===== config.mk =====
export PLATFORM = sky130hd
export DESIGN_NAME = sram_host_ctrl
export DESIGN_NICKNAME = d
export VERILOG_FILES = /design/src/hw/sram_ctrl_pkg.sv /design/src/hw/cycle_timer.sv /design/src/hw/sram_host_ctrl.sv
export VERILOG_INCLUDE_DIRS = /design/src /design/src/hw
export SDC_FILE = /design/constraint.sdc
export NUM_CORES = 1
export LEC_CHECK = 0
export ABC_AREA = 1
export BUFFER_PORTS_ARGS = -buffer_cell sky130_fd_sc_hd__buf_2
export CAP_MARGIN = 10
export CORE_UTILIZATION = 54
export CTS_CLUSTER_SIZE = 14
export DETAILED_ROUTE_END_ITERATION = 10
export PLACE_DENSITY = 0.84
export SKIP_LAST_GASP = 1
export SLEW_MARGIN = 5
export SYNTH_ARGS = -nofsm -noshare
export SYNTH_HDL_FRONTEND = slang
export SYNTH_HIERARCHICAL = 1
export SYNTH_SLANG_ARGS = --single-unit
export TNS_END_PERCENT = 20

===== constraint.sdc =====
create_clock -name ref_clk -period 4.4 [get_ports ref_clk]
set_input_delay 0.66 -clock ref_clk [delete_from_list [all_inputs] [get_ports ref_clk]]
set_output_delay 0.66 -clock ref_clk [all_outputs]
set_load 0.05 [all_outputs]

===== src/hw/sram_ctrl_params.svh =====
// Timing constants for the asynchronous SRAM host controller
// What this block does
// - A write starts when select and strobe are low; one lane writes a byte, both a word.
// - A controller that gates writes with the lane selects keeps the width select high; this one drives it from req_word, low for byte requests.
// - The active-low select is held low at least 70 ns before each write ends.
// - The address is stable at least 70 ns before each write ends.
// - The lane selects are active at least 70 ns before each write ends.
// - The write pulse lasts at least 60 ns.
// - Write data is valid at least 35 ns before the write ends.
`ifndef SRAM_CTRL_PARAMS_SVH
`define SRAM_CTRL_PARAMS_SVH
`define CLK_PERIOD_NS 100
`define T_ACCESS_NS 85
`define T_OE_ACCESS_NS 45
`define T_LANE_ACCESS_NS 85
`define T_SEL_TO_END_NS 70
`define T_ADDR_TO_END_NS 70
`define T_LANE_TO_END_NS 70
`define T_WRITE_PULSE_NS 60
`define T_DATA_SETUP_NS 35
`define T_FLOAT_NS 25
`define CEILCYC(ns) (((ns) + `CLK_PERIOD_NS - 1) / `CLK_PERIOD_NS)
`define MAXOF(a, b) (((a) > (b)) ? (a) : (b))
// Read waits for the slowest access path, rounded up to whole clock cycles
`define READ_WAIT_CYC `MAXOF(`CEILCYC(`T_ACCESS_NS), `CEILCYC(`T_LANE_ACCESS_NS))
`define WRITE_PULSE_CYC `MAXOF(`MAXOF(`CEILCYC(`T_WRITE_PULSE_NS), `CEILCYC(`T_SEL_TO_END_NS)), \
   `MAXOF(`CEILCYC(`T_ADDR_TO_END_NS), `MAXOF(`CEILCYC(`T_LANE_TO_END_NS), \
   `CEILCYC(`T_DATA_SETUP_NS))))
`define FLOAT_CYC `CEILCYC(`T_FLOAT_NS)
`endif


===== src/hw/sram_ctrl_pkg.sv =====
// Types shared by the SRAM host controller
package sram_ctrl_pkg;
   typedef enum logic [2:0] {
      ST_IDLE,
      ST_RD_WAIT,
      ST_RD_SAMPLE,
      ST_WR_SETUP,
      ST_WR_PULSE,
      ST_WR_END,
      ST_TURN
   } ctrl_state_t;
endpackage


===== src/hw/cycle_timer.sv =====
// Down counter that times the phases of a bus cycle
`include "sram_ctrl_params.svh"
module cycle_timer #(
   parameter int WIDTH = 4
) (
   input wire logic ref_clk,
   input wire logic rst,
   input wire logic load,
   input wire logic [WIDTH-1:0] load_value,
   output logic done
);
   logic [WIDTH-1:0] count_q;

   always_ff @(posedge ref_clk or posedge rst)
   begin
      if (rst)
         count_q <= '0;
      else if (load)
         count_q <= load_value;
      else if (count_q != '0)
         count_q <= count_q - WIDTH'(1);
   end

   assign done = (count_q == '0) && !load;
endmodule


===== src/hw/sram_host_ctrl.sv =====
// Host controller that runs read and write cycles on an asynchronous SRAM
`include "sram_ctrl_params.svh"
module sram_host_ctrl
   import sram_ctrl_pkg::*;
#(
   parameter int ADDR_WIDTH = 18,
   parameter int DATA_WIDTH = 16
) (
   input wire logic ref_clk,
   input wire logic rst,
   // User request side
   input wire logic req_valid,
   output logic req_ready,
   input wire logic req_write,
   input wire logic req_word,
   input wire logic [1:0] req_lanes,
   input wire logic [ADDR_WIDTH-1:0] req_addr,
   input wire logic [DATA_WIDTH-1:0] req_wdata,
   output logic rsp_valid,
   output logic [DATA_WIDTH-1:0] rsp_rdata,
   // SRAM pins
   output logic [ADDR_WIDTH-1:0] sram_addr,
   output logic sram_select_active_low,
   output logic sram_select_active_high,
   output logic output_drive_enable_n,
   output logic write_strobe_n,
   output logic upper_lane_select_n,
   output logic lower_lane_select_n,
   output logic word_width_select,
   input wire logic [DATA_WIDTH-1:0] sram_data_in,
   output logic [DATA_WIDTH-1:0] sram_data_out,
   output logic sram_data_oe
);
   localparam int TW = 4;
   localparam logic [TW-1:0] READ_LOAD = TW'(`READ_WAIT_CYC);
   localparam logic [TW-1:0] WPULSE_LOAD = TW'(`WRITE_PULSE_CYC - 1);
   localparam logic [TW-1:0] FLOAT_LOAD = TW'(`FLOAT_CYC - 1);

   ctrl_state_t state_q;
   logic timer_load;
   logic [TW-1:0] timer_value;
   logic timer_done;
   logic [DATA_WIDTH-1:0] din_meta_q;
   logic [DATA_WIDTH-1:0] din_sync_q;

   cycle_timer #(.WIDTH(TW)) timer_u (
      .ref_clk(ref_clk),
      .rst(rst),
      .load(timer_load),
      .load_value(timer_value),
      .done(timer_done)
   );

   assign req_ready = (state_q == ST_IDLE);

   // ----------------------------------------------------------------
   // Read data synchroniser
   // ----------------------------------------------------------------
   // The SRAM is clockless, so its data pins pass two flops first
   always_ff @(posedge ref_clk or posedge rst)
   begin
      if (rst)
      begin
         din_meta_q <= '0;
         din_sync_q <= '0;
      end
      else
      begin
         din_meta_q <= sram_data_in;
         din_sync_q <= din_meta_q;
      end
   end

   // ----------------------------------------------------------------
   // Timer loads
   // ----------------------------------------------------------------
   always_comb
   begin
      timer_load = 1'b0;
      timer_value = '0;
      case (state_q)
         ST_IDLE:
         begin
            if (req_valid)
            begin
               timer_load = 1'b1;
               timer_value = req_write ? '0 : READ_LOAD;
            end
         end
         ST_WR_SETUP:
         begin
            timer_load = 1'b1;
            timer_value = WPULSE_LOAD;
         end
         ST_RD_SAMPLE, ST_WR_END:
         begin
            timer_load = 1'b1;
            timer_value = FLOAT_LOAD;
         end
         default:
         begin
            timer_load = 1'b0;
            timer_value = '0;
         end
      endcase
   end

   // ----------------------------------------------------------------
   // Cycle sequencer
   // ----------------------------------------------------------------
   always_ff @(posedge ref_clk or posedge rst)
   begin
      if (rst)
         state_q <= ST_IDLE;
      else
      begin
         case (state_q)
            ST_IDLE:
               if (req_valid)
                  state_q <= req_write ? ST_WR_SETUP : ST_RD_WAIT;
            ST_RD_WAIT:
               if (timer_done)
                  state_q <= ST_RD_SAMPLE;
            ST_RD_SAMPLE:
               state_q <= ST_TURN;
            ST_WR_SETUP:
               state_q <= ST_WR_PULSE;
            ST_WR_PULSE:
               if (timer_done)
                  state_q <= ST_WR_END;
            ST_WR_END:
               state_q <= ST_TURN;
            ST_TURN:
               if (timer_done)
                  state_q <= ST_IDLE;
            default:
               state_q <= ST_IDLE;
         endcase
      end
   end

   // ----------------------------------------------------------------
   // Address, width and lane pins, latched at request
   // ----------------------------------------------------------------
   // Held through the whole cycle so setup and hold come for free
   always_ff @(posedge ref_clk or posedge rst)
   begin
      if (rst)
      begin
         sram_addr <= '0;
         word_width_select <= 1'b1;
         upper_lane_select_n <= 1'b1;
         lower_lane_select_n <= 1'b1;
         sram_data_out <= '0;
      end
      else if (state_q == ST_IDLE && req_valid)
      begin
         sram_addr <= req_addr;
         word_width_select <= req_word;
         upper_lane_select_n <= !(req_word && req_lanes[1]);
         lower_lane_select_n <= !(req_word ? req_lanes[0] : 1'b1);
         sram_data_out <= req_wdata;
      end
      else if (state_q == ST_TURN && timer_done)
      begin
         upper_lane_select_n <= 1'b1;
         lower_lane_select_n <= 1'b1;
      end
   end

   // ----------------------------------------------------------------
   // Strobe pins
   // ----------------------------------------------------------------
   always_ff @(posedge ref_clk or posedge rst)
   begin
      if (rst)
      begin
         sram_select_active_low <= 1'b1;
         sram_select_active_high <= 1'b0;
         output_drive_enable_n <= 1'b1;
         write_strobe_n <= 1'b1;
         sram_data_oe <= 1'b0;
      end
      else
      begin
         case (state_q)
            ST_IDLE:
            begin
               if (req_valid)
               begin
                  sram_select_active_low <= 1'b0;
                  sram_select_active_high <= 1'b1;
                  output_drive_enable_n <= req_write;
                  write_strobe_n <= 1'b1;
               end
            end
            ST_WR_SETUP:
            begin
               write_strobe_n <= 1'b0;
               sram_data_oe <= 1'b1;
            end
            ST_WR_PULSE:
               if (timer_done)
                  write_strobe_n <= 1'b1;
            ST_WR_END:
            begin
               // Strobe rose last cycle; data held one more for hold time
               sram_select_active_low <= 1'b1;
               sram_select_active_high <= 1'b0;
               sram_data_oe <= 1'b0;
            end
            ST_RD_SAMPLE:
            begin
               sram_select_active_low <= 1'b1;
               sram_select_active_high <= 1'b0;
               output_drive_enable_n <= 1'b1;
            end
            default:
            begin
            end
         endcase
      end
   end

   // ----------------------------------------------------------------
   // Read answer
   // ----------------------------------------------------------------
   always_ff @(posedge ref_clk or posedge rst)
   begin
      if (rst)
      begin
         rsp_valid <= 1'b0;
         rsp_rdata <= '0;
      end
      else
      begin
         rsp_valid <= (state_q == ST_RD_SAMPLE);
         if (state_q == ST_RD_SAMPLE)
            rsp_rdata <= din_sync_q;
      end
   end
endmodule


### After elaboration in Yosys (flattened, before gate mapping)

Cells that the tools add are included.

* $add $sub $neg: 1
* multipliers: 0
* divide/modulo/power cells: 0
* magnitude comparators: 0
* eq/ne operators: 10
* shift operators: 0
* muxes and demuxes: 26
* bitwise logic cells: 0
* reduce and logical (&&, ||, !) cells: 22

Operators with widths (count)
* case mux 3 bit (6 select lines): 1
* two-way mux 3 bit: 4
* two-way mux 4 bit: 3
* two-way mux 1 bit: 11
* case mux 1 bit (2 select lines): 5
* nonzero test 2 bit: 5
* == test 3 bit (second input constant): 3
* inequality test 2 bit (second input constant): 4
* == test 3 x 2 -> 1 bit (second input constant): 2
* logical AND 1 bit: 4
* logical NOT 4 bit: 1
* AND reduction 2 bit: 2
* AND reduction 4 bit: 1
* nonzero test 4 bit: 1
* subtractor 4 x 1 -> 4 bit (second input constant): 1
* == test 3 x 1 -> 1 bit (second input constant): 1
* logical NOT 1 bit: 3
* logical NOT 3 bit: 1
* case mux 1 bit (3 select lines): 1
* AND reduction 3 bit: 1
* nonzero test 3 bit: 1
* OR reduction 3 bit: 1
* two-way mux 2 bit: 1
* OR reduction 2 bit: 1

* register bits: 98
* bits in latches: 0
* bits in writable memories: 0
* memory bits (read-only): 0
* input bits: 57
* output and inout port bits: 60
* word-level logic and storage cells: 75
* memories: 0

### Longest topological paths before layout

Gate-level depths: netlist of run 1.

* depth in word-level cells: 8
* gate-level depth with buffers: 15
* depth with buffers taken out: 14

### Hierarchy

Netlist of run 1, hierarchy kept.

Modules (own cells, without submodules)
* sram_host_ctrl: times used 1, cells each 318, area each 3306.9 µm²
* cycle_timer: times used 1, cells each 33, area each 259.0 µm²

### Worst setup path after synthesis of run 1

OpenSTA, ideal clock, no wires.

* kind: register -> register
* from: reg state_q[2]
* to: reg state_q[2]
* setup time: 0.126 ns
* arrival: 1.930 ns
* data required time: 4.274 ns
* slack: 2.344 ns
* cell stages (with the launch flop): 16
* path buffers: 2
* cells stage by stage: dfrtp_1 > buf_2 > inv_2 > nand2_2 > inv_2 > nand2_2 > buf_2 > nand3b_1 > inv_2 > nand3_4 > inv_1 > nand2_1 > nand3_1 > nand3_1 > nand2_1 > o21ai_0

* elaborated cells between the ends (all ways): 18
* classes of those cells: 10 x eq/ne; 2 x mux; 6 x reduce/logical

RTL lines
* start, declared: RTL line sram_host_ctrl.sv:39 `ctrl_state_t state_q;`
* start signal, assigned: RTL line sram_host_ctrl.sv:120 `state_q <= req_write ? ST_WR_SETUP : ST_RD_WAIT;`
* logical NOT 3 bit *
* net req_ready: RTL line sram_host_ctrl.sv:13 `output logic req_ready,`
* case mux 1 bit (2 select lines) *: RTL line sram_host_ctrl.sv:81 `case (state_q)`
* net timer_load: RTL line sram_host_ctrl.sv:40 `logic timer_load;`
* logical NOT 1 bit *: RTL line cycle_timer.sv:24 `assign done = (count_q == '0) && !load;`
* logical AND 1 bit *: RTL line cycle_timer.sv:24
* net timer_done: RTL line sram_host_ctrl.sv:42 `logic timer_done;`
* inequality test 2 bit (no source line)
* AND reduction 4 bit (no source line) *

The timed path passes the listed nets; every way through them passes the cells marked *.
A chain may end at the register's enable or synchronous reset.

### Final worst setup path of run 1

* from: reg state_q[2]
* to: reg state_q[2]

* cells in the longest elaborated chain, start to end: 7
* elaborated cells between the ends (all ways): 18
* classes of those cells: 10 x eq/ne; 2 x mux; 6 x reduce/logical

Ends and longest elaborated chain (RTL line)
* == test 3 x 2 -> 1 bit / == test 3 bit (equally long branches): sram_host_ctrl.sv:81
* OR reduction 3 bit (no source line)
* case mux 1 bit (2 select lines) *: sram_host_ctrl.sv:81
* net timer_load: sram_host_ctrl.sv:40
* logical NOT 1 bit *: cycle_timer.sv:24
* logical AND 1 bit *: cycle_timer.sv:24
* net timer_done: sram_host_ctrl.sv:42
* inequality test 2 bit (no source line)
* AND reduction 4 bit (no source line) *

Marked as above.

==> results_tabular.tex, run 1 <==
\begin{tabular}{lr}
\hline
Metric & Value \\
\hline
\multicolumn{2}{l}{\textbf{Run status}} \\
\quad Result of the run & completed \\
\multicolumn{2}{l}{\textbf{Final layout}} \\
\quad Top library cells by usage in the layout, fill and taps aside & sky130\_fd\_sc\_hd\_\_nand2\_1, sky130\_fd\_sc\_hd\_\_buf\_2, sky130\_fd\_sc\_hd\_\_dfrtp\_1 \\
\quad Total area of multi-input combinational cells & $\sim$950 um2 \\
\quad Area growth from synthesis to final layout & 22.6\% \\
\quad Register area & about 0.0025 mm2 \\
\quad Fraction of layout instances using a drive strength above 1 & 31.8\% \\
\quad Number of nets in the layout & between 500 and 600 \\
\quad Number of antenna cells inserted & 0 \\
\quad Filler cells & 492 \\
\quad Most common library cell in the layout ignoring fill and taps & sky130\_fd\_sc\_hd\_\_nand2\_1 \\
\multicolumn{2}{l}{\textbf{STA}} \\
\quad Maximum frequency from static timing analysis & approximately 370 MHz \\
\quad Worst-margin pin slew & a little under 0.8 ns \\
\quad Total setup violations reported at the end of the flow & 0 \\
\quad Least setup slack across all paths after layout & about 1.7 ns \\
\quad Share of the clock period used by the worst path after layout & between 60 and 70\% \\
\quad Unrepaired setup endpoints after global routing & no \\
\quad Final-layout worst hold slack & roughly 0.2 ns \\
\quad Final Skew & $\sim$0.0087 ns \\
\quad Final sum of negative setup slack & 0 ns \\
\quad Number of pins exceeding their max-slew limit in the final report & 0 \\
\quad Shortest clock period the worst path allows after layout & 2.72 ns \\
\quad Worst-case headroom to the max-slew limit & 48.1\% \\
\quad Hold violation count in the final report & 0 \\
\multicolumn{2}{l}{\textbf{Placed design}} \\
\quad Buffers on Ports & around 120 \\
\quad Placer congestion estimate & just over 0.8 \\
\quad Worst slack at placement & roughly 1.7 ns \\
\quad Post-DP HPWL & approximately 5100 um \\
\multicolumn{2}{l}{\textbf{Route}} \\
\quad Routed via count divided by cell count & around 4.8 \\
\quad DRC Markers & 0 \\
\quad Number of iterations in the first detailed-routing pass & 5 \\
\quad Number of vias in the routed layout & between 2000 and 3000 \\
\quad Post-route antenna net violation count & 0 \\
\quad Detailed Route Iter0 Violations & approximately 120 \\
\quad Routed wirelength normalized by instance count & $\sim$13 um \\
\quad Routed Wire Length & between 7000 and 8000 um \\
\multicolumn{2}{l}{\textbf{Synthesis}} \\
\quad Cells after Synth & 351 \\
\quad Area leader, netlist & sky130\_fd\_sc\_hd\_\_dfrtp\_1 \\
\quad Mean Syn Cell Area & slightly above 10 um2 \\
\quad Flip-flop and latch count after synthesis & around 100 \\
\quad Top cell type's share of synthesized area & approximately 65\% \\
\quad Share of the yosys chip area belonging to registers & 69.0\% \\
\quad Ranking of synthesized cells by area & sky130\_fd\_sc\_hd\_\_dfrtp\_1, sky130\_fd\_sc\_hd\_\_nand2\_1, sky130\_fd\_sc\_hd\_\_dfstp\_2, sky130\_fd\_sc\_hd\_\_inv\_1, sky130\_fd\_sc\_hd\_\_nand3\_1 \\
\quad Number of library cell types mapped by synthesis & 26 \\
\quad Total of warnings raised by yosys & 6 \\
\quad Synthesized cell area & $\sim$0.0036 mm2 \\
\multicolumn{2}{l}{\textbf{Setup path}} \\
\quad Endpoint arrival time on the critical path & 2.96 ns \\
\quad Crit-path most repeated cell & sky130\_fd\_sc\_hd\_\_inv\_2 \\
\quad Cell Chain, Critical Path & inv\_2 > nand2\_2 > inv\_2 > nand2\_2 > nand3b\_1 > inv\_2 > nand3\_4 > inv\_1 > nand2\_1 > nand3\_1 > nand3\_1 > nand2\_1 > o21ai\_0 \\
\quad Sort of element at the start of the critical path & flop \\
\quad Crit-path slowest cell & sky130\_fd\_sc\_hd\_\_nand2\_2 \\
\quad Worst reg-to-reg setup slack & around 1.7 ns \\
\quad CP Capture Type & flop \\
\quad Worst Setup Path Type & reg -> reg \\
\quad Data required time of the critical path & roughly 4.6 ns \\
\quad CP peak stage delay & between 0.5 and 0.6 ns \\
\quad Highest fanout seen on the critical path & between 40 and 50 \\
\multicolumn{2}{l}{\textbf{Floorplan}} \\
\quad Cell row count & 29 \\
\quad Area of the die & between 0.006 and 0.007 mm2 \\
\quad Area of the core & $\sim$0.0063 mm2 \\
\quad Number of placed I/O pins & about 120 \\
\quad Die boundary width & around 83 um \\
\quad Y dimension of the die & about 83 um \\
\quad Starting utilization of the core area & approximately 56\% \\
\multicolumn{2}{l}{\textbf{Clock network}} \\
\quad Clock Latency Late Sink & between 0.3 and 0.4 ns \\
\quad Clock H-tree levels & 3 \\
\quad Count of instances resized after the clock tree is built & 0 \\
\quad Clock tree from TritonCTS & yes \\
\quad Clock Tree Buf Depth & 2 \\
\quad Number of post-CTS setup repair buffers & 0 \\
\quad CTS Sinks & 98 \\
\quad Number of buffers inserted during clock tree synthesis & 9 \\
\quad Cts hold-fix bufs & 0 \\
\quad Clk Tree Root Cell & sky130\_fd\_sc\_hd\_\_clkbuf\_8 \\
\quad Worst-path clk slew & roughly 0.090 ns \\
\multicolumn{2}{l}{\textbf{GRT}} \\
\quad Antenna violations before repair & 0 \\
\quad Global-route usage over all layers & between 20 and 25\% \\
\quad First-pass GRT wire length & around 12000 um \\
\quad Maximum number of pins on one net before global-route repair & between 40 and 50 \\
\quad Sum of overflow across all layers after global routing & 0 \\
\quad Vias in the first global route & about 2500 \\
\multicolumn{2}{l}{\textbf{Min path}} \\
\quad Type of the tightest min-delay check & in -> async \\
\multicolumn{2}{l}{\textbf{Job}} \\
\quad Max Cap Viol & 0 \\
\multicolumn{2}{l}{\textbf{Power}} \\
\quad Leak & roughly 2.5 nW \\
\quad Power Dens Cells & a little under 900 mW/mm2 \\
\quad Worst vdd ir & approximately 0.53 mV \\
\hline
\end{tabular}
final timing paths:
kind,startpoint,endpoint,depth (start not counted)
worst max-delay path,state_q[2],state_q[2],13
worst min-delay path,rst,timer_u/count_q[1],2
worst max register to register,state_q[2],state_q[2],13
worst min register to register,din_meta_q[7],din_sync_q[7],0
max in group asynchronous,rst,output_drive_enable_n,3
min in group ref_clk,din_meta_q[7],din_sync_q[7],0
logic make-up (layout without fill, tap and decap cells):
| family | count (synthesis) | in the layout | share of synthesized area, % |
|---|---|---|---|
| AOI/OAI and AO/OA | 17 | 17 | 2.70 |
| adders and majority gates | 3 | 3 | 1.05 |
| xor gates and xnor gates | 1 | 1 | 0.246 |
| other | 1 | 3 | 0.105 |
| and+or+nand+nor | 198 | 198 | 22.2 |
| buffers and inverters | 33 | 155 | 4.70 |
| DFF | 98 | 98 | 69.0 |
state kept, by name, summed over array words and instances (netlist names):
signal / flops
sram_addr: 18
din_meta_q: 16
din_sync_q: 16
rsp_rdata: 16
sram_data_out: 16
timer_u/count_q: 4
state_q: 3
lower_lane_select_n: 1
output_drive_enable_n: 1
rsp_valid: 1
sram_data_oe: 1
sram_select_active_high: 1
sram_select_active_low: 1
upper_lane_select_n: 1
word_width_select: 1
write_strobe_n: 1
critical path: cells and delay by family (launching register included):
kind	cells	cell delay (ns)
AO/OA/AOI/OAI	1	0.08
buffers and inverters	4	0.49
AND/OR/NAND/NOR	8	1.51
flip-flops	1	0.52
power breakdown:
part	internal [mW]	switching, mW	total [mW]
Clock	0.234	0.322	0.556
Sequential	1.22	0.167	1.38
Combinational	0.419	1.47	1.89
metal layers:
layer / GRT usage (%) / vias up / share of wire (%)
li1: - / 1300 / -
met1: 28.2 / 1239 / 43
met2: 35.4 / 72 / 50
met3: 5.67 / 17 / 4.1
met4: 9.56 / 0 / 2.8
met5: 0 / - / 0
cells in the mapped netlist, drive strengths merged:
cell type  number
nand2         173
dfrtp          92
inv            21
buf            12
nor2           12
o21ai          11
nand3           9
dfstp           6
a21oi           3
ha              3
nand4           2
o21a            2
conb            1
nand3b          1
nor3            1
o21bai          1
xor2            1
layout make-up:
cell class | count | share of cell area [%]
clock buffers | 10 | 3.15
clock inverters | 6 | 1.29
inverters | 21 | 1.86
multi-input cells | 222 | 21.6
flip-flops and latches | 98 | 56.3
well taps | 77 | 2.20
repair buffers | 118 | 13.6
through the flow:
| step | cells | cell area (um2) | util (%) | total power, mW |
|---|---|---|---|---|
| after floorplan | 353 | 3570 | - | 2.87 |
| after global placement | 536 | 4180 | 65.8 | 3.23 |
| after detailed placement | 536 | 4180 | 65.8 | 3.30 |
| after CTS | 552 | 4370 | 68.9 | 3.85 |
| after global routing | 552 | 4370 | 68.9 | 4.06 |
| final | 552 | 4370 | 68.9 | 3.83 |
Note: power is estimated with default switching activity, not from simulation.
==> run 2, diff against run 1 <==
--- a/config.mk
+++ b/config.mk
@@ -9,10 +9,10 @@
 export ABC_AREA = 1
 export BUFFER_PORTS_ARGS = -buffer_cell sky130_fd_sc_hd__buf_2
 export CAP_MARGIN = 10
-export CORE_UTILIZATION = 54
+export CORE_UTILIZATION = 50
 export CTS_CLUSTER_SIZE = 14
 export DETAILED_ROUTE_END_ITERATION = 10
-export PLACE_DENSITY = 0.84
+export PLACE_DENSITY = 0.79
 export SKIP_LAST_GASP = 1
 export SLEW_MARGIN = 5
 export SYNTH_ARGS = -nofsm -noshare
==> constraint.sdc (replaced) <==
create_clock -name ref_clk -period 2.6 [get_ports ref_clk]
set_input_delay 0.39 -clock ref_clk [delete_from_list [all_inputs] [get_ports ref_clk]]
set_output_delay 0.39 -clock ref_clk [all_outputs]
set_load 0.05 [all_outputs]
==> results_tabular.tex, run 2 (synthesis gave the netlist of run 1 again) <==
\begin{tabular}{lr}
\hline
Metric & Value \\
\hline
\multicolumn{2}{l}{\textbf{Run status}} \\
\quad Result of the run & completed (unchanged) \\
\multicolumn{2}{l}{\textbf{STA}} \\
\quad Least setup slack across all paths after layout & 0.535 ns (was 1.68 ns) \\
\quad Hold violation count in the final report & 0 (unchanged) \\
\quad Share of the clock period used by the worst path after layout & 79.4\% (was 61.8\%) \\
\quad Final sum of negative setup slack & 0 ns (unchanged) \\
\quad Total setup violations reported at the end of the flow & 0 (unchanged) \\
\quad Shortest clock period the worst path allows after layout & 2.07 ns (was 2.72 ns) \\
\quad Worst-case headroom to the max-slew limit & 59.2\% (was 48.1\%) \\
\quad Number of pins exceeding their max-slew limit in the final report & 0 (unchanged) \\
\quad Unrepaired setup endpoints after global routing & no (unchanged) \\
\quad Final-layout worst hold slack & 0.135 ns (was 0.198 ns) \\
\quad Final Skew & 0.00984 ns (was 0.00870 ns) \\
\quad Worst-margin pin slew & 0.610 ns (was 0.777 ns) \\
\quad Maximum frequency from static timing analysis & 484 MHz (was 368 MHz) \\
\multicolumn{2}{l}{\textbf{GRT}} \\
\quad Vias in the first global route & 2551 (was 2503) \\
\quad Global-route met2 utilization & 33.9\% (was 35.4\%) \\
\quad Maximum number of pins on one net before global-route repair & 68 (was 49) \\
\quad Global routing met1 resource utilization & 25.5\% (was 28.2\%) \\
\quad Sum of overflow across all layers after global routing & 0 (unchanged) \\
\quad First-pass GRT wire length & 11500 um (was 11700 um) \\
\quad Antenna violations before repair & 0 (unchanged) \\
\quad Global-route usage over all layers & 20.4\% (was 21.9\%) \\
\quad Met3 track demand over resource in global routing & 3.52\% (was 5.67\%) \\
\quad Most used routing layer & met2 (unchanged) \\
\multicolumn{2}{l}{\textbf{Route}} \\
\quad Routed wirelength normalized by instance count & 12.2 um (was 12.9 um) \\
\quad Post-route antenna net violation count & 0 (unchanged) \\
\quad Routed Wire Length & 7030 um (was 7110 um) \\
\quad Routed via count divided by cell count & 4.57 (was 4.76) \\
\quad Detailed Route Iter0 Violations & 150 (was 118) \\
\quad DRC Markers & 0 (unchanged) \\
\quad Number of iterations in the first detailed-routing pass & 4 (was 5) \\
\quad Number of vias in the routed layout & 2629 (was 2628) \\
\multicolumn{2}{l}{\textbf{Floorplan}} \\
\quad Area of the die & 0.00747 mm2 (was 0.00693 mm2) \\
\quad Y dimension of the die & 86.5 um (was 83.3 um) \\
\quad Number of placed I/O pins & 117 (unchanged) \\
\quad Die boundary width & 86.5 um (was 83.3 um) \\
\quad Starting utilization of the core area & 52.2\% (was 56.2\%) \\
\quad Cell row count & 30 (was 29) \\
\quad Area of the core & 0.00683 mm2 (was 0.00635 mm2) \\
\multicolumn{2}{l}{\textbf{Clock network}} \\
\quad Worst-path clk slew & 0.10 ns (was 0.09 ns) \\
\quad Number of post-CTS setup repair buffers & 0 (unchanged) \\
\quad Clock Tree Buf Depth & 2 (unchanged) \\
\quad Count of instances resized after the clock tree is built & 0 (unchanged) \\
\quad Number of buffers inserted during clock tree synthesis & 9 (unchanged) \\
\quad Clock tree from TritonCTS & yes (unchanged) \\
\quad Clock H-tree levels & 3 (unchanged) \\
\quad Clock Latency Late Sink & 0.35 ns (was 0.36 ns) \\
\quad CTS Sinks & 98 (unchanged) \\
\quad Clk Tree Root Cell & sky130\_fd\_sc\_hd\_\_clkbuf\_8 (unchanged) \\
\multicolumn{2}{l}{\textbf{Final layout}} \\
\quad Top library cells by usage in the layout, fill and taps aside & sky130\_fd\_sc\_hd\_\_nand2\_1, sky130\_fd\_sc\_hd\_\_buf\_2, sky130\_fd\_sc\_hd\_\_dfrtp\_1 (unchanged) \\
\quad Number of nets in the layout & 533 (was 530) \\
\quad Post-layout instance count excluding filler cells & 575 (was 552) \\
\quad Largest register by flop count & sram\_addr (unchanged) \\
\quad Filler cells & 592 (was 492) \\
\quad Most common library cell in the layout ignoring fill and taps & sky130\_fd\_sc\_hd\_\_nand2\_1 (unchanged) \\
\quad Util after Layout & 65.1\% (was 68.9\%) \\
\quad Number of flip-flops in the largest register & 18 (unchanged) \\
\quad Area growth from synthesis to final layout & 24.6\% (was 22.6\%) \\
\quad Fraction of layout instances using a drive strength above 1 & 32.0\% (was 31.8\%) \\
\quad Total area of multi-input combinational cells & 946 um2 (unchanged) \\
\quad Register area & 0.00246 mm2 (unchanged) \\
\quad Design area & 0.00444 mm2 (was 0.00437 mm2) \\
\multicolumn{2}{l}{\textbf{Placed design}} \\
\quad Area after DPL & 0.00423 mm2 (was 0.00418 mm2) \\
\quad Buffers on Ports & 116 (unchanged) \\
\quad Worst slack at placement & 0.562 ns (was 1.70 ns) \\
\quad Post-DP HPWL & 4940 um (was 5070 um) \\
\quad Placer congestion estimate & 0.830 (was 0.809) \\
\quad Number of placed instances, taps included & 557 (was 536) \\
\multicolumn{2}{l}{\textbf{Job}} \\
\quad Max Cap Viol & 0 (unchanged) \\
\multicolumn{2}{l}{\textbf{Setup path}} \\
\quad Highest fanout seen on the critical path & 7 (was 41) \\
\quad Worst Setup Path Type & reg -> reg (unchanged) \\
\quad Endpoint arrival time on the critical path & 2.33 ns (was 2.96 ns) \\
\quad Data required time of the critical path & 2.86 ns (was 4.64 ns) \\
\quad Sort of element at the start of the critical path & flop (unchanged) \\
\quad CP Capture Type & flop (unchanged) \\
\multicolumn{2}{l}{\textbf{Power}} \\
\quad Final Total Pwr & 6.48 mW (was 3.83 mW) \\
\quad Worst vdd ir & 0.830 mV (was 0.528 mV) \\
\quad Power Dens Cells & 1460 mW/mm2 (was 875 mW/mm2) \\
\quad Leak & 2.51 nW (was 2.49 nW) \\
\multicolumn{2}{l}{\textbf{Min path}} \\
\quad Type of the tightest min-delay check & in -> reg (was in -> async) \\
\hline
\end{tabular}
## run 2: cell count changes in the layout (fill, tap and decap cells not counted), sizes merged
cell	before	now
clkinv	1	5
dlygate4sd3	0	1
diode	0	1
inv	25	21
buf	118	120
## run 2: layer usage
layer | share of wire [%] | vias to the layer above
met5 | 0 | -
met4 | 2.4 | 0
met1 | 43 | 1215
met2 | 50 | 87
li1 | - | 1313
met3 | 4.8 | 14
## run 2: report_power, final
part | internal, mW | total (mW) | leakage (nW) | switching [mW]
Clock | 0.396 | 0.939 | 0.101 | 0.544
Sequential | 2.06 | 2.34 | 1.18 | 0.286
Combinational | 0.726 | 3.19 | 1.23 | 2.47
Total | 3.18 | 6.48 | 2.51 | 3.29
## run 2: path summary, 6_finish.rpt
path	depth (start not counted)	slack, ns	from	end
min reg2reg	0	0.34	din_meta_q[12]	din_sync_q[12]
min	1	0.14	sram_data_in[10]	din_meta_q[10]
max	13	0.53	state_q[0]	state_q[0]
max reg2reg	13	0.53	state_q[0]	state_q[0]
min in group asynchronous	3	0.49	rst	timer_u/count_q[3]
max in group asynchronous	4	1.19	rst	output_drive_enable_n
## run 2: final cells by class
type                       instances  area share (%)
clock inverter                     6            1.41
sequential                        98            55.3
clock buffer                      10            3.10
multi-input combinational        222            21.3
inverter                          21            1.86
antenna                            1          0.0563
tap                               96            2.70
timing repair buffer             121            14.2
## run 2: what timing repair did
| action | in CTS | in global routing |
|---|---|---|
| endpoints found under the hold margin | 4 | 0 |
| endpoints found under the setup margin | 0 | 0 |
| hold buffers | 1 | 0 |
## run 2: critical path, stage by stage, from the launching register on
cell,delay (ns)
sky130_fd_sc_hd__dfrtp_1,0.42
sky130_fd_sc_hd__inv_1,0.14
sky130_fd_sc_hd__nor2_1,0.09
sky130_fd_sc_hd__nand2_1,0.09
sky130_fd_sc_hd__nand2_1,0.05
sky130_fd_sc_hd__inv_1,0.08
sky130_fd_sc_hd__nand3b_1,0.18
sky130_fd_sc_hd__inv_2,0.16
sky130_fd_sc_hd__nand3_4,0.12
sky130_fd_sc_hd__inv_1,0.14
sky130_fd_sc_hd__nand2_1,0.08
sky130_fd_sc_hd__nand3_1,0.10
sky130_fd_sc_hd__nand3_1,0.13
sky130_fd_sc_hd__o21ai_0,0.20
==> run 3, diff against run 2 <==
==> constraint.sdc (replaced) <==
create_clock -name ref_clk -period 1.95 [get_ports ref_clk]
set_input_delay 0.2925 -clock ref_clk [delete_from_list [all_inputs] [get_ports ref_clk]]
set_output_delay 0.2925 -clock ref_clk [all_outputs]
set_load 0.05 [all_outputs]
==> results_tabular.tex, run 3 (synthesis gave the netlist of run 1 again) <==
\begin{tabular}{lr}
\hline
Metric & Value \\
\hline
\multicolumn{2}{l}{\textbf{Power}} \\
\quad Final Total Pwr & 8.63 mW (was 6.48 mW) \\
\quad Power Dens Cells & 1930 mW/mm2 (was 1460 mW/mm2) \\
\quad Leak & 2.52 nW (was 2.51 nW) \\
\quad Worst vdd ir & 0.988 mV (was 0.830 mV) \\
\multicolumn{2}{l}{\textbf{GRT}} \\
\quad First-pass GRT wire length & 11300 um (was 11500 um) \\
\quad Antenna violations before repair & 0 (unchanged) \\
\quad Global-route usage over all layers & 20.0\% (was 20.4\%) \\
\quad Sum of overflow across all layers after global routing & 0 (unchanged) \\
\quad Maximum number of pins on one net before global-route repair & 95 (was 68) \\
\quad Vias in the first global route & 2491 (was 2551) \\
\multicolumn{2}{l}{\textbf{STA}} \\
\quad Hold violation count in the final report & 0 (unchanged) \\
\quad Shortest clock period the worst path allows after layout & 1.78 ns (was 2.07 ns) \\
\quad Number of pins exceeding their max-slew limit in the final report & 0 (unchanged) \\
\quad Final Skew & 0.0112 ns (was 0.00984 ns) \\
\quad Maximum frequency from static timing analysis & 561 MHz (was 484 MHz) \\
\quad Total setup violations reported at the end of the flow & 0 (unchanged) \\
\quad Share of the clock period used by the worst path after layout & 91.4\% (was 79.4\%) \\
\multicolumn{2}{l}{\textbf{Final layout}} \\
\quad Number of flip-flops in the largest register & 18 (unchanged) \\
\quad Most common library cell in the layout ignoring fill and taps & sky130\_fd\_sc\_hd\_\_nand2\_1 (unchanged) \\
\quad Largest register by flop count & sram\_addr (unchanged) \\
\quad Fraction of layout instances using a drive strength above 1 & 34.0\% (was 32.0\%) \\
\quad Post-layout instance count excluding filler cells & 578 (was 575) \\
\quad Top library cells by usage in the layout, fill and taps aside & sky130\_fd\_sc\_hd\_\_nand2\_1, sky130\_fd\_sc\_hd\_\_buf\_2, sky130\_fd\_sc\_hd\_\_dfrtp\_1 (unchanged) \\
\quad Number of nets in the layout & 538 (was 533) \\
\quad Number of antenna cells inserted & 0 (was 1) \\
\quad Area growth from synthesis to final layout & 25.3\% (was 24.6\%) \\
\quad Util after Layout & 65.4\% (was 65.1\%) \\
\multicolumn{2}{l}{\textbf{Setup path}} \\
\quad CP Capture Type & flop (unchanged) \\
\quad Sort of element at the start of the critical path & flop (unchanged) \\
\quad Endpoint arrival time on the critical path & 2.01 ns (was 2.33 ns) \\
\quad Worst Setup Path Type & reg -> reg (unchanged) \\
\quad Data required time of the critical path & 2.18 ns (was 2.86 ns) \\
\quad Highest fanout seen on the critical path & 5 (was 7) \\
\multicolumn{2}{l}{\textbf{Floorplan}} \\
\quad Area of the core & 0.00683 mm2 (unchanged) \\
\quad Y dimension of the die & 86.5 um (unchanged) \\
\quad Number of placed I/O pins & 117 (unchanged) \\
\quad Cell row count & 30 (unchanged) \\
\quad Die boundary width & 86.5 um (unchanged) \\
\quad Starting utilization of the core area & 52.2\% (unchanged) \\
\quad Area of the die & 0.00747 mm2 (unchanged) \\
\multicolumn{2}{l}{\textbf{Clock network}} \\
\quad Clock H-tree levels & 3 (unchanged) \\
\quad Number of buffers inserted during clock tree synthesis & 9 (unchanged) \\
\quad Worst-path clk slew & 0.10 ns (about the same) \\
\quad CTS Sinks & 98 (unchanged) \\
\quad Clk Tree Root Cell & sky130\_fd\_sc\_hd\_\_clkbuf\_8 (unchanged) \\
\quad Clock Tree Buf Depth & 2 (unchanged) \\
\quad Clock Latency Late Sink & 0.35 ns (about the same) \\
\quad Clock tree from TritonCTS & yes (unchanged) \\
\multicolumn{2}{l}{\textbf{Placed design}} \\
\quad Buffers on Ports & 116 (unchanged) \\
\quad Number of placed instances, taps included & 559 (was 557) \\
\quad Post-DP HPWL & 4740 um (was 4940 um) \\
\quad Placer congestion estimate & 0.860 (was 0.830) \\
\multicolumn{2}{l}{\textbf{Route}} \\
\quad Detailed Route Iter0 Violations & 121 (was 150) \\
\quad Routed wirelength normalized by instance count & 12.0 um (was 12.2 um) \\
\quad DRC Markers & 0 (unchanged) \\
\quad Number of vias in the routed layout & 2595 (was 2629) \\
\quad Number of iterations in the first detailed-routing pass & 5 (was 4) \\
\quad Routed Wire Length & 6910 um (was 7030 um) \\
\quad Routed via count divided by cell count & 4.49 (was 4.57) \\
\quad Post-route antenna net violation count & 0 (unchanged) \\
\multicolumn{2}{l}{\textbf{Job}} \\
\quad Max Cap Viol & 0 (unchanged) \\
\multicolumn{2}{l}{\textbf{Run status}} \\
\quad Result of the run & completed (unchanged) \\
\multicolumn{2}{l}{\textbf{Min path}} \\
\quad Type of the tightest min-delay check & in -> reg (unchanged) \\
\hline
\end{tabular}
==> run 3: cell count changes in the layout (fill, tap and decap cells not counted), moves of 3 or more <==
| cell | before | now |
|---|---|---|
| sky130_fd_sc_hd__inv_6 | 0 | 3 |
| sky130_fd_sc_hd__buf_4 | 3 | 8 |
| sky130_fd_sc_hd__clkinv_4 | 4 | 1 |
| sky130_fd_sc_hd__inv_1 | 16 | 13 |
==> run 3: routing by layer <==
metal	up-vias	part of all wire, %	global-route usage [%]
met5	-	0	0
met4	0	1.6	8.18
met3	9	4.1	3.90
met2	75	49	33.0
met1	1195	45	26.3
li1	1316	-	-
==> run 3: worst paths after layout <==
path | end | depth (start not counted) | slack [ns] | from
worst max-delay path | state_q[2] | 14 | 0.17 | state_q[0]
worst min-delay path | din_meta_q[3] | 1 | 0.04 | sram_data_in[3]
worst max register to register | state_q[2] | 14 | 0.17 | state_q[0]
worst min register to register | din_sync_q[12] | 0 | 0.35 | din_meta_q[12]
max in group asynchronous | state_q[1] | 4 | 0.92 | rst
min in group asynchronous | timer_u/count_q[0] | 3 | 0.39 | rst
==> run 3: where the power goes <==
group	internal, mW	leakage (nW)	switching, mW	total [mW]
sequential	2.75	1.18	0.380	3.13
clock	0.472	0.0827	0.688	1.16
combinational	1.03	1.25	3.31	4.34
total	4.25	2.52	4.37	8.63
==> run 3: critical path, cell delays in order (launching register included) <==
cell and delay [ns]:
sky130_fd_sc_hd__dfrtp_1 0.42, sky130_fd_sc_hd__inv_2 0.11, sky130_fd_sc_hd__nor2_1 0.08, sky130_fd_sc_hd__nand2_1 0.08, sky130_fd_sc_hd__nand2_1 0.06, sky130_fd_sc_hd__inv_2 0.07, sky130_fd_sc_hd__nand3b_1 0.11, sky130_fd_sc_hd__inv_2 0.12
sky130_fd_sc_hd__nand3_4 0.11, sky130_fd_sc_hd__inv_4 0.08, sky130_fd_sc_hd__nand2_1 0.08, sky130_fd_sc_hd__nand3_2 0.09, sky130_fd_sc_hd__nand3_2 0.10, sky130_fd_sc_hd__nand2_1 0.08, sky130_fd_sc_hd__o21ai_0 0.08
==> run 3: per-stage QoR <==
stage / setup slack [ns] / instance area [um2] / hold slack [ns] / setup TNS (ns)
after CTS: 0.00830 / 4430 / 0.0192 / 0
after detailed placement: 0.0365 / 4250 / 0.211 / 0
final: 0.168 / 4470 / 0.0368 / 0
after floorplan: -0.106 / 3580 / 0.0586 / -0.337
after global routing: -0.0292 / 4470 / 0.0182 / -0.0349
after global placement: 0.131 / 4250 / 0.210 / 0
==> run 3: final cells by class <==
cell class / instances / area, um2
clock buffers: 9 / 124
clock inverters: 6 / 50.0
fillers: 579 / 2360
inverters: 21 / 85.1
multi-input cells: 222 / 956
flip-flops and latches: 98 / 2460
well taps: 96 / 120
repair buffers: 126 / 671
==> run 3: repair_timing <==
action	in CTS	in global routing
setup buffers	0	3
hold buffers	1	0
setup endpoints to repair	0	6
endpoints found under the hold margin	4	0
resized for setup	0	9
